[config.mk]
export PLATFORM = sky130hd
export DESIGN_NAME = tmcr_top
export DESIGN_NICKNAME = d
export VERILOG_FILES = /design/src/logic/tmcr_pkg.sv /design/src/logic/tmcr_mode_decode.sv /design/src/logic/tmcr_top.sv
export SDC_FILE = /design/constraint.sdc
export NUM_CORES = 1
export LEC_CHECK = 0
export BUFFER_PORTS_ARGS = -buffer_cell sky130_fd_sc_hd__buf_2
export CAP_MARGIN = 20
export CORE_MARGIN = 1
export CORE_UTILIZATION = 49
export CTS_BUF_LIST = sky130_fd_sc_hd__clkbuf_2 sky130_fd_sc_hd__clkbuf_4 sky130_fd_sc_hd__clkbuf_8
export DETAILED_ROUTE_END_ITERATION = 16
export GPL_TIMING_DRIVEN = 1
export PLACE_DENSITY = 0.82
export REMOVE_ABC_BUFFERS = 1
export SLEW_MARGIN = 25
export SYNTH_ARGS = -nofsm -noshare
export SYNTH_HDL_FRONTEND = slang
export SYNTH_SLANG_ARGS = --single-unit
[constraint.sdc]
create_clock -name REF_CLK -period 1.8 [get_ports REF_CLK]
set_input_delay 0.36 -clock REF_CLK [delete_from_list [all_inputs] [get_ports REF_CLK]]
set_output_delay 0.36 -clock REF_CLK [all_outputs]
set_load 0.02 [all_outputs]
[src/logic/tmcr_pkg.sv]
// package: register map, field layout and encodings of the timer mode/control slice
package tmcr_pkg;
	localparam logic [7:0] TMCR_OFS_CFG = 8'h00;
	localparam logic [7:0] TMCR_OFS_AMODE = 8'h04;
	localparam logic [7:0] TMCR_OFS_BMODE = 8'h08;
	localparam logic [7:0] TMCR_OFS_CTL = 8'h0C;
	localparam logic [7:0] TMCR_OFS_IMR = 8'h18;
	localparam logic [7:0] TMCR_OFS_RIS = 8'h1C;
	localparam logic [7:0] TMCR_OFS_MIS = 8'h20;
	localparam logic [7:0] TMCR_OFS_ICR = 8'h24;
	localparam logic [31:0] TMCR_RESET_VAL = 32'h0000_0000;
	localparam logic [31:0] TMCR_CTL_WMASK = 32'h0000_0F7F;
	localparam logic [31:0] TMCR_MODE_WMASK = 32'h0000_000F;
	localparam logic [31:0] TMCR_CFG_WMASK = 32'h0000_0007;
	localparam logic [31:0] TMCR_IMR_WMASK = 32'h0000_000F;
	localparam int TMCR_CTL_A_EN = 0;
	localparam int TMCR_CTL_A_FREEZE = 1;
	localparam int TMCR_CTL_A_EDGE_LO = 2;
	localparam int TMCR_CTL_CLK_EN = 4;
	localparam int TMCR_CTL_A_TRIG = 5;
	localparam int TMCR_CTL_A_PWMINV = 6;
	localparam int TMCR_CTL_B_EN = 8;
	localparam int TMCR_CTL_B_FREEZE = 9;
	localparam int TMCR_CTL_B_EDGE_LO = 10;
	localparam int TMCR_MODE_CAPTYPE = 2;
	localparam int TMCR_MODE_ALT = 3;
	localparam int TMCR_IM_TIMEOUT = 0;
	localparam int TMCR_IM_CAPMATCH = 1;
	localparam int TMCR_IM_CAPEVENT = 2;
	localparam int TMCR_IM_CLOCK = 3;
	localparam int TMCR_NSRC = 4;
	typedef enum logic [1:0] {TMCR_EDGE_RISE, TMCR_EDGE_FALL, TMCR_EDGE_RSVD, TMCR_EDGE_BOTH} tmcr_edge_t;
	typedef enum logic [2:0] {TMCR_M_OFF, TMCR_M_ONESHOT, TMCR_M_PERIODIC, TMCR_M_CAPTURE, TMCR_M_PWM,
		TMCR_M_CLOCK} tmcr_mode_t;
	typedef enum {TMCR_BUS_IDLE, TMCR_BUS_DONE} tmcr_bus_t;
endpackage : tmcr_pkg

[src/logic/tmcr_mode_decode.sv]
// module: decodes a mode nibble into a timer operating mode
`timescale 1ns/10ps
module tmcr_mode_decode (
	// mode register and config
	input wire logic [3:0] MODE_NIBBLE,
	input wire logic SPLIT,
	input wire logic CLOCK_CFG,
	// decoded mode
	output tmcr_pkg::tmcr_mode_t MODE
);
	import tmcr_pkg::*;
	always_comb begin
		MODE = TMCR_M_OFF;
		if (CLOCK_CFG) begin
			MODE = TMCR_M_CLOCK;
		end else begin
			case (MODE_NIBBLE[1:0])
				2'h1: MODE = TMCR_M_ONESHOT;
				2'h2: MODE = (SPLIT && MODE_NIBBLE[TMCR_MODE_ALT] && !MODE_NIBBLE[TMCR_MODE_CAPTYPE]) ?
					TMCR_M_PWM : TMCR_M_PERIODIC;
				2'h3: MODE = TMCR_M_CAPTURE;
				default: MODE = TMCR_M_OFF;
			endcase
		end
	end
endmodule : tmcr_mode_decode

[src/logic/tmcr_top.sv]
// module: timer mode, control and interrupt mask registers on an Avalon-MM slave
`timescale 1ns/10ps
module tmcr_top (
	// clock and reset
	input wire logic REF_CLK,
	input wire logic RST,
	// avalon-mm slave
	input wire logic [7:0] ADDRESS,
	input wire logic READ,
	input wire logic WRITE,
	input wire logic [3:0] BYTEENABLE,
	input wire logic [31:0] WRITEDATA,
	output logic [31:0] READDATA,
	output logic WAITREQUEST,
	// debug halt pin (asynchronous)
	input wire logic DEBUG_HALT,
	// raw events from counters (same clock, one-cycle pulses)
	input wire logic [3:0] EVENT_IN,
	// pwm from counter A
	input wire logic PWM_RAW_A,
	// trigger pulse from counter A
	input wire logic TRIG_RAW_A,
	// controls toward counters
	output logic RUN_A,
	output logic RUN_B,
	output logic [1:0] EDGE_A,
	output logic [1:0] EDGE_B,
	output logic CLOCK_RUN,
	output tmcr_pkg::tmcr_mode_t MODE_A,
	output tmcr_pkg::tmcr_mode_t MODE_B,
	output logic SPLIT_CFG,
	// outputs
	output logic PWM_OUT_A,
	output logic CONV_TRIGGER,
	output logic IRQ
);
	import tmcr_pkg::*;
	logic [31:0] cfg_reg, cfg_next;
	logic [31:0] amode_reg, amode_next;
	logic [31:0] bmode_reg, bmode_next;
	logic [31:0] ctl_reg, ctl_next;
	logic [31:0] imr_reg, imr_next;
	logic [3:0] ris_reg, ris_next;
	logic [31:0] rdata_reg, rdata_next;
	tmcr_bus_t bus_reg, bus_next;
	logic halt_meta_reg, halt_sync_reg;
	logic pwm_reg, trig_reg, irq_reg;
	logic [31:0] bmask;
	logic split, clock_cfg, wr, rd;
	tmcr_mode_t mode_a_dec, mode_b_dec;

	assign bmask = {{8{BYTEENABLE[3]}}, {8{BYTEENABLE[2]}}, {8{BYTEENABLE[1]}}, {8{BYTEENABLE[0]}}};
	// one wait cycle, answer on the second edge
	assign WAITREQUEST = (READ || WRITE) && (bus_reg == TMCR_BUS_IDLE);
	assign wr = WRITE && (bus_reg == TMCR_BUS_IDLE);
	assign rd = READ && (bus_reg == TMCR_BUS_IDLE);
	assign split = cfg_reg[2];
	assign clock_cfg = (cfg_reg[2:0] == 3'h1);

	// debug halt synchroniser
	always_ff @(posedge REF_CLK or posedge RST) begin
		if (RST) begin
			halt_meta_reg <= 1'b0;
			halt_sync_reg <= 1'b0;
		end else begin
			halt_meta_reg <= DEBUG_HALT;
			halt_sync_reg <= halt_meta_reg;
		end
	end

	// register file next state
	always_comb begin
		cfg_next = cfg_reg;
		amode_next = amode_reg;
		bmode_next = bmode_reg;
		ctl_next = ctl_reg;
		imr_next = imr_reg;
		ris_next = ris_reg | EVENT_IN;
		rdata_next = rdata_reg;
		bus_next = TMCR_BUS_IDLE;
		if (bus_reg == TMCR_BUS_IDLE && (READ || WRITE)) begin
			bus_next = TMCR_BUS_DONE;
		end
		if (wr) begin
			case (ADDRESS)
				TMCR_OFS_CFG: cfg_next = (cfg_reg & ~(bmask & TMCR_CFG_WMASK)) | (WRITEDATA & bmask & TMCR_CFG_WMASK);
				TMCR_OFS_AMODE: amode_next = (amode_reg & ~(bmask & TMCR_MODE_WMASK)) |
					(WRITEDATA & bmask & TMCR_MODE_WMASK);
				TMCR_OFS_BMODE: bmode_next = (bmode_reg & ~(bmask & TMCR_MODE_WMASK)) |
					(WRITEDATA & bmask & TMCR_MODE_WMASK);
				TMCR_OFS_CTL: ctl_next = (ctl_reg & ~(bmask & TMCR_CTL_WMASK)) |
					(WRITEDATA & bmask & TMCR_CTL_WMASK);
				TMCR_OFS_IMR: imr_next = (imr_reg & ~(bmask & TMCR_IMR_WMASK)) |
					(WRITEDATA & bmask & TMCR_IMR_WMASK);
				TMCR_OFS_ICR: ris_next = (ris_reg & ~(WRITEDATA[3:0] & bmask[3:0])) | EVENT_IN;
				default: ;
			endcase
		end
		if (rd) begin
			case (ADDRESS)
				TMCR_OFS_CFG: rdata_next = cfg_reg;
				TMCR_OFS_AMODE: rdata_next = amode_reg;
				TMCR_OFS_BMODE: rdata_next = bmode_reg;
				TMCR_OFS_CTL: rdata_next = ctl_reg & TMCR_CTL_WMASK;
				TMCR_OFS_IMR: rdata_next = imr_reg;
				TMCR_OFS_RIS: rdata_next = {28'h0000000, ris_reg};
				TMCR_OFS_MIS: rdata_next = {28'h0000000, ris_reg & imr_reg[3:0]};
				default: rdata_next = 32'h0000_0000;
			endcase
		end
	end

	always_ff @(posedge REF_CLK or posedge RST) begin
		if (RST) begin
			cfg_reg <= TMCR_RESET_VAL;
			amode_reg <= TMCR_RESET_VAL;
			bmode_reg <= TMCR_RESET_VAL;
			ctl_reg <= TMCR_RESET_VAL;
			imr_reg <= TMCR_RESET_VAL;
			ris_reg <= 4'h0;
			rdata_reg <= TMCR_RESET_VAL;
			bus_reg <= TMCR_BUS_IDLE;
		end else begin
			cfg_reg <= cfg_next;
			amode_reg <= amode_next;
			bmode_reg <= bmode_next;
			ctl_reg <= ctl_next;
			imr_reg <= imr_next;
			ris_reg <= ris_next;
			rdata_reg <= rdata_next;
			bus_reg <= bus_next;
		end
	end
	assign READDATA = rdata_reg;

	// mode decoders
	tmcr_mode_decode u_dec_a (
		.MODE_NIBBLE(amode_reg[3:0]),
		.SPLIT(split),
		.CLOCK_CFG(clock_cfg),
		.MODE(mode_a_dec)
	);
	tmcr_mode_decode u_dec_b (
		.MODE_NIBBLE(bmode_reg[3:0]),
		.SPLIT(split),
		.CLOCK_CFG(clock_cfg),
		.MODE(mode_b_dec)
	);
	// whole 32-bit counter follows A's mode
	assign MODE_A = mode_a_dec;
	assign MODE_B = split ? mode_b_dec : mode_a_dec;
	assign SPLIT_CFG = split;

	// run controls: freeze only when halted
	assign RUN_A = ctl_reg[TMCR_CTL_A_EN] && !(halt_sync_reg && ctl_reg[TMCR_CTL_A_FREEZE]);
	assign RUN_B = ctl_reg[TMCR_CTL_B_EN] && !(halt_sync_reg && ctl_reg[TMCR_CTL_B_FREEZE]);
	assign EDGE_A = ctl_reg[TMCR_CTL_A_EDGE_LO +: 2];
	assign EDGE_B = ctl_reg[TMCR_CTL_B_EDGE_LO +: 2];
	assign CLOCK_RUN = ctl_reg[TMCR_CTL_CLK_EN];

	// registered outputs
	always_ff @(posedge REF_CLK or posedge RST) begin
		if (RST) begin
			pwm_reg <= 1'b0;
			trig_reg <= 1'b0;
			irq_reg <= 1'b0;
		end else begin
			pwm_reg <= PWM_RAW_A ^ ctl_reg[TMCR_CTL_A_PWMINV];
			trig_reg <= TRIG_RAW_A && ctl_reg[TMCR_CTL_A_TRIG];
			irq_reg <= |(ris_reg & imr_reg[3:0]);
		end
	end
	assign PWM_OUT_A = pwm_reg;
	assign CONV_TRIGGER = trig_reg;
	assign IRQ = irq_reg;

	// checks
	property p_trig_gated;
		@(posedge REF_CLK) disable iff (RST) !ctl_reg[TMCR_CTL_A_TRIG] |=> !CONV_TRIGGER;
	endproperty
	a_trig_gated: assert property (p_trig_gated) else $error("trigger while disabled");
	property p_pwm_inv;
		@(posedge REF_CLK) disable iff (RST) 1'b1 |=> PWM_OUT_A == ($past(PWM_RAW_A) ^ $past(ctl_reg[6]));
	endproperty
	a_pwm_inv: assert property (p_pwm_inv) else $error("pwm polarity wrong");
	property p_no_halt_run;
		@(posedge REF_CLK) disable iff (RST) !halt_sync_reg |-> (RUN_A == ctl_reg[0]) && (RUN_B == ctl_reg[8]);
	endproperty
	a_no_halt_run: assert property (p_no_halt_run) else $error("freeze acted while running");
	property p_freeze_a;
		@(posedge REF_CLK) disable iff (RST) halt_sync_reg && ctl_reg[1] |-> !RUN_A;
	endproperty
	a_freeze_a: assert property (p_freeze_a) else $error("timer A not frozen");
	property p_freeze_b;
		@(posedge REF_CLK) disable iff (RST) halt_sync_reg && ctl_reg[9] |-> !RUN_B;
	endproperty
	a_freeze_b: assert property (p_freeze_b) else $error("timer B not frozen");
	property p_bit7;
		@(posedge REF_CLK) disable iff (RST) rd && ADDRESS == TMCR_OFS_CTL |=> !READDATA[7];
	endproperty
	a_bit7: assert property (p_bit7) else $error("bit 7 not zero");
	property p_mode32;
		@(posedge REF_CLK) disable iff (RST) !split |-> MODE_B == MODE_A;
	endproperty
	a_mode32: assert property (p_mode32) else $error("B mode used in 32-bit");
	property p_raw_set;
		@(posedge REF_CLK) disable iff (RST) EVENT_IN[0] |=> ris_reg[0];
	endproperty
	a_raw_set: assert property (p_raw_set) else $error("raw status lost");
	property p_irq;
		@(posedge REF_CLK) disable iff (RST) |(ris_reg & imr_reg[3:0]) |=> IRQ;
	endproperty
	a_irq: assert property (p_irq) else $error("irq missing");
	property p_mask_reset;
		@(posedge REF_CLK) $fell(RST) |-> imr_reg == 32'h0000_0000;
	endproperty
	a_mask_reset: assert property (p_mask_reset) else $error("mask not reset");

	// mode decode in split, 32-bit and clock configs
	property p_mb_oneshot;
		@(posedge REF_CLK) disable iff (RST) split && bmode_reg[1:0] == 2'h1 |-> MODE_B == TMCR_M_ONESHOT;
	endproperty
	a_mb_oneshot: assert property (p_mb_oneshot) else $error("B one-shot wrong");
	property p_mb_periodic;
		@(posedge REF_CLK) disable iff (RST)
			split && bmode_reg[1:0] == 2'h2 && !bmode_reg[TMCR_MODE_ALT] |-> MODE_B == TMCR_M_PERIODIC;
	endproperty
	a_mb_periodic: assert property (p_mb_periodic) else $error("B periodic wrong");
	property p_mb_capture;
		@(posedge REF_CLK) disable iff (RST) split && bmode_reg[1:0] == 2'h3 |-> MODE_B == TMCR_M_CAPTURE;
	endproperty
	a_mb_capture: assert property (p_mb_capture) else $error("B capture wrong");
	property p_mb_rsvd;
		@(posedge REF_CLK) disable iff (RST) split && bmode_reg[1:0] == 2'h0 |-> MODE_B == TMCR_M_OFF;
	endproperty
	a_mb_rsvd: assert property (p_mb_rsvd) else $error("B reserved mode runs");
	property p_mb_pwm;
		@(posedge REF_CLK) disable iff (RST) split && bmode_reg[3:0] == 4'hA |-> MODE_B == TMCR_M_PWM;
	endproperty
	a_mb_pwm: assert property (p_mb_pwm) else $error("B pwm decode wrong");
	property p_m32_follow;
		@(posedge REF_CLK) disable iff (RST)
			cfg_reg[2:0] == 3'h0 && amode_reg[1:0] == 2'h1 |-> MODE_B == TMCR_M_ONESHOT;
	endproperty
	a_m32_follow: assert property (p_m32_follow) else $error("32-bit mode not from A");
	property p_clock_cfg;
		@(posedge REF_CLK) disable iff (RST) cfg_reg[2:0] == 3'h1 |-> MODE_A == TMCR_M_CLOCK;
	endproperty
	a_clock_cfg: assert property (p_clock_cfg) else $error("clock config not decoded");
	property p_split_out;
		@(posedge REF_CLK) disable iff (RST) SPLIT_CFG == cfg_reg[2];
	endproperty
	a_split_out: assert property (p_split_out) else $error("split flag wrong");

	// control fields
	property p_edge_a;
		@(posedge REF_CLK) disable iff (RST) EDGE_A == ctl_reg[3:2];
	endproperty
	a_edge_a: assert property (p_edge_a) else $error("edge A wrong");
	property p_edge_b;
		@(posedge REF_CLK) disable iff (RST) EDGE_B == ctl_reg[11:10];
	endproperty
	a_edge_b: assert property (p_edge_b) else $error("edge B wrong");
	property p_clk_run;
		@(posedge REF_CLK) disable iff (RST) CLOCK_RUN == ctl_reg[4];
	endproperty
	a_clk_run: assert property (p_clk_run) else $error("clock run wrong");
	property p_a_off;
		@(posedge REF_CLK) disable iff (RST) !ctl_reg[0] |-> !RUN_A;
	endproperty
	a_a_off: assert property (p_a_off) else $error("timer A runs disabled");
	property p_b_off;
		@(posedge REF_CLK) disable iff (RST) !ctl_reg[8] |-> !RUN_B;
	endproperty
	a_b_off: assert property (p_b_off) else $error("timer B runs disabled");
	property p_a_nofreeze;
		@(posedge REF_CLK) disable iff (RST) ctl_reg[0] && !ctl_reg[1] |-> RUN_A;
	endproperty
	a_a_nofreeze: assert property (p_a_nofreeze) else $error("timer A stopped");
	property p_b_nofreeze;
		@(posedge REF_CLK) disable iff (RST) ctl_reg[8] && !ctl_reg[9] |-> RUN_B;
	endproperty
	a_b_nofreeze: assert property (p_b_nofreeze) else $error("timer B stopped");
	property p_trig_on;
		@(posedge REF_CLK) disable iff (RST) ctl_reg[5] && TRIG_RAW_A |=> CONV_TRIGGER;
	endproperty
	a_trig_on: assert property (p_trig_on) else $error("trigger lost");
	property p_ctl_b7;
		@(posedge REF_CLK) disable iff (RST) !ctl_reg[7];
	endproperty
	a_ctl_b7: assert property (p_ctl_b7) else $error("bit 7 stored");

	// mask, status and wait request
	property p_imr_hi;
		@(posedge REF_CLK) disable iff (RST) imr_reg[31:4] == 28'h0000000;
	endproperty
	a_imr_hi: assert property (p_imr_hi) else $error("mask upper bits set");
	property p_irq_off;
		@(posedge REF_CLK) disable iff (RST) (ris_reg & imr_reg[3:0]) == 4'h0 |=> !IRQ;
	endproperty
	a_irq_off: assert property (p_irq_off) else $error("irq while masked");
	property p_ris_read;
		@(posedge REF_CLK) disable iff (RST) rd && ADDRESS == TMCR_OFS_RIS |=> READDATA[3:0] == $past(ris_reg);
	endproperty
	a_ris_read: assert property (p_ris_read) else $error("raw read wrong");
	property p_mis_read;
		@(posedge REF_CLK) disable iff (RST)
			rd && ADDRESS == TMCR_OFS_MIS |=> READDATA[3:0] == $past(ris_reg & imr_reg[3:0]);
	endproperty
	a_mis_read: assert property (p_mis_read) else $error("masked read wrong");
	property p_wait_first;
		@(posedge REF_CLK) disable iff (RST) (READ || WRITE) && bus_reg == TMCR_BUS_IDLE |-> WAITREQUEST;
	endproperty
	a_wait_first: assert property (p_wait_first) else $error("no wait cycle");
	property p_wait_done;
		@(posedge REF_CLK) disable iff (RST) bus_reg == TMCR_BUS_DONE |-> !WAITREQUEST;
	endproperty
	a_wait_done: assert property (p_wait_done) else $error("wait held too long");
endmodule : tmcr_top

==> metrics.yaml <==
via_count: 1858
timing.rr.start: "bus_reg[0]"
layout_commonest_cell: "buf_2"
arrival_ns: 1.48
antenna_found_initial: 0
grt_start_max_net_pins: 24
setup_violations: 1
worstRegToRegCells: 4
synth.top_cells.by_area: "dfrtp_1 (48%), mux2_2 (14%), buf_4 (8.0%)"
yosysWarningCount: 0
ys_async_sr_fraction_pct: 100
clock-sinks: 47
hp-class: "input pin to flip-flop"
yosys_most_used_dff: "dfrtp_1"
nFillCells: 417
final_cells: 344
endpoint_kind: "output pin"
hold_viol_final: 0
netlist_area_um2: 2440
dieWidth_um: 72.6
wl_um: 5340
top_layer: "met4"
dpl_cell_area_um2: 2760
dieArea_um2: 5270
wl_met3_um: 381
grt_overflow: 0
cts_tree: "yes"
dpl.hpwl_um: 4010
avgSynthCellArea_um2: 11.7
drt_iter0_drc: 146
cts_made_buffers: 5
ctsHtreeMaxLevel: 2
cap_violations: 0
powerDensity_nw_per_um2: 705
worstSkewPairLatency_ns: 0.30
coreArea_um2: 4750
finalCriticalPeriod_ns: 1.84
ys_seq_elements: 47
clockBufferDepth: 2
max_freq_mhz: 544
tns_ns: -0.0373
syn_inst: 208
clockRootBuffer: "clkbuf_8"
route.detailed.drc: 0
multiInputGateArea_um2: 1160
portBuffers: 60
min_path_cells: 1
p_leak_nw: 1.52
synth_seq_area_share_pct: 48.2
whs_ns: 0.153
area_growth_pct: 21.5
grt_pass1_wl_um: 8540
final_antenna_net_count: 0
final_cell_mix: "buf_2 (58), dfrtp_1 (46), mux2_2 (29), conb_1 (21), buf_4 (14)"
wl_met1_um: 2390
fp-row-count: 25
hp-start: "DEBUG_HALT"
setup_ws_ns: -0.0373
final-seq-area_um2: 1180
grt_pass1_vias: 1696
violations: "negative setup slack"
peakVddDrop_uv: 477
utilization_pct: 62.3
wl_met2_um: 2440
globalRouteTotalUtil_pct: 21.8
critPathKind: "flip-flop to output pin"
nNetsFinal: 332
routedWlPerCell_um: 15.5
fin_skew_ns: 0.00855
antenna_cells: 0
synth-edff-count: 0
synth_cell_types: 47
die_y_um: 72.6
cp.required_ns: 1.44
dp_cells: 333
pre_cts_ws_ns: 0.0921
dr.pass1.iters: 4
ioPinCount: 105
drive_gt1_share_pct: 45.5
status: "complete, but fails checks"
start_util_pct: 51.3
critical_path_peak_fanout: 2
vias_per_cell: 5.40
hold_end: "halt_meta_reg"
finalCritPeriodShare_pct: 102
grt_setup_unrepaired: "true"
yosys.area.top_type: "dfrtp_1"
synthDominantCellAreaShare_pct: 48.2
slew_violations: 0
place.gp.congestion: 0.939
total_power_mw: 2.09
startpoint_type: "flip-flop"
ff2ff_setup_slack_ns: 0.13
clkTransAtPathRegs_ns: 0.09
fin_area_um2: 2960
-- worst max-delay path by stage --
stage,start,to,slack (ns)
2_1_floorplan,flip-flop,MODE_B[0],0.09
3_3_place_gp,ADDRESS[5],flip-flop,0.07
3_5_place_dp,ADDRESS[5],flip-flop,0.09
4_1_cts,flip-flop,MODE_B[0],-0.04
5_1_grt,flip-flop,MODE_B[0],-0.08
6_report,flip-flop,MODE_B[0],-0.04
-- critical path, cell delays in order (launching register included) --
cell and delay (ns):
dfrtp_1 0.39, nor3b_4 0.15, or2_4 0.22, mux2_4 0.27, buf_6 0.13
-- kinds of logic (layout without fill, tap and decap cells) --
| group | count (synthesis) | in the layout | synth area share (%) |
|---|---|---|---|
| and+or+nand+nor | 60 | 60 | 16.2 |
| AOI/OAI and AO/OA | 32 | 32 | 10.4 |
| xor gates and xnor gates | 1 | 1 | 0.359 |
| other | 1 | 21 | 0.154 |
| DFF | 47 | 47 | 48.2 |
| buffers and inverters | 35 | 84 | 9.59 |
| muxes | 32 | 32 | 15.2 |
-- layer usage --
layer	global-route usage, %	vias up
met5	0	-
met4	9.37	0
met3	5.14	13
met2	31.8	93
met1	31.2	892
li1	-	860
-- report_power, final --
part	total [mW]	internal (mW)	leakage, nW	switching [mW]
clock	0.759	0.406	0.0502	0.354
sequential	1.09	1.07	0.624	0.0153
combinational	0.243	0.0852	0.848	0.158
total	2.09	1.56	1.52	0.527
-- layout make-up --
cell class | count | area share [%]
multi-input combinational | 146 | 39.2
sequential | 47 | 39.7
tap | 67 | 2.83
clock buffer | 5 | 2.32
inverter | 2 | 0.253
clock inverter | 2 | 1.27
timing repair buffer | 75 | 14.4
-- timing repair --
action                     CTS  global route
hold endpoints to repair     3             0
hold buffers                 1             0
resized for setup            7             8
pin swaps                    2             2
setup endpoints to repair    4             5
buffers inserted             3             0
-- synthesized netlist by cell type (all sizes together), types with 3 or more instances --
master,count
nand2,13
clkbuf,4
nor4b,3
mux2,30
nor3,3
buf,29
a21oi,3
dfrtp,47
nand3,7
a221o,3
nor2,6
a22o,8
nand2b,3
nand4,7
nor3b,4
a21o,5
Power figures use the tool's default switching activity.
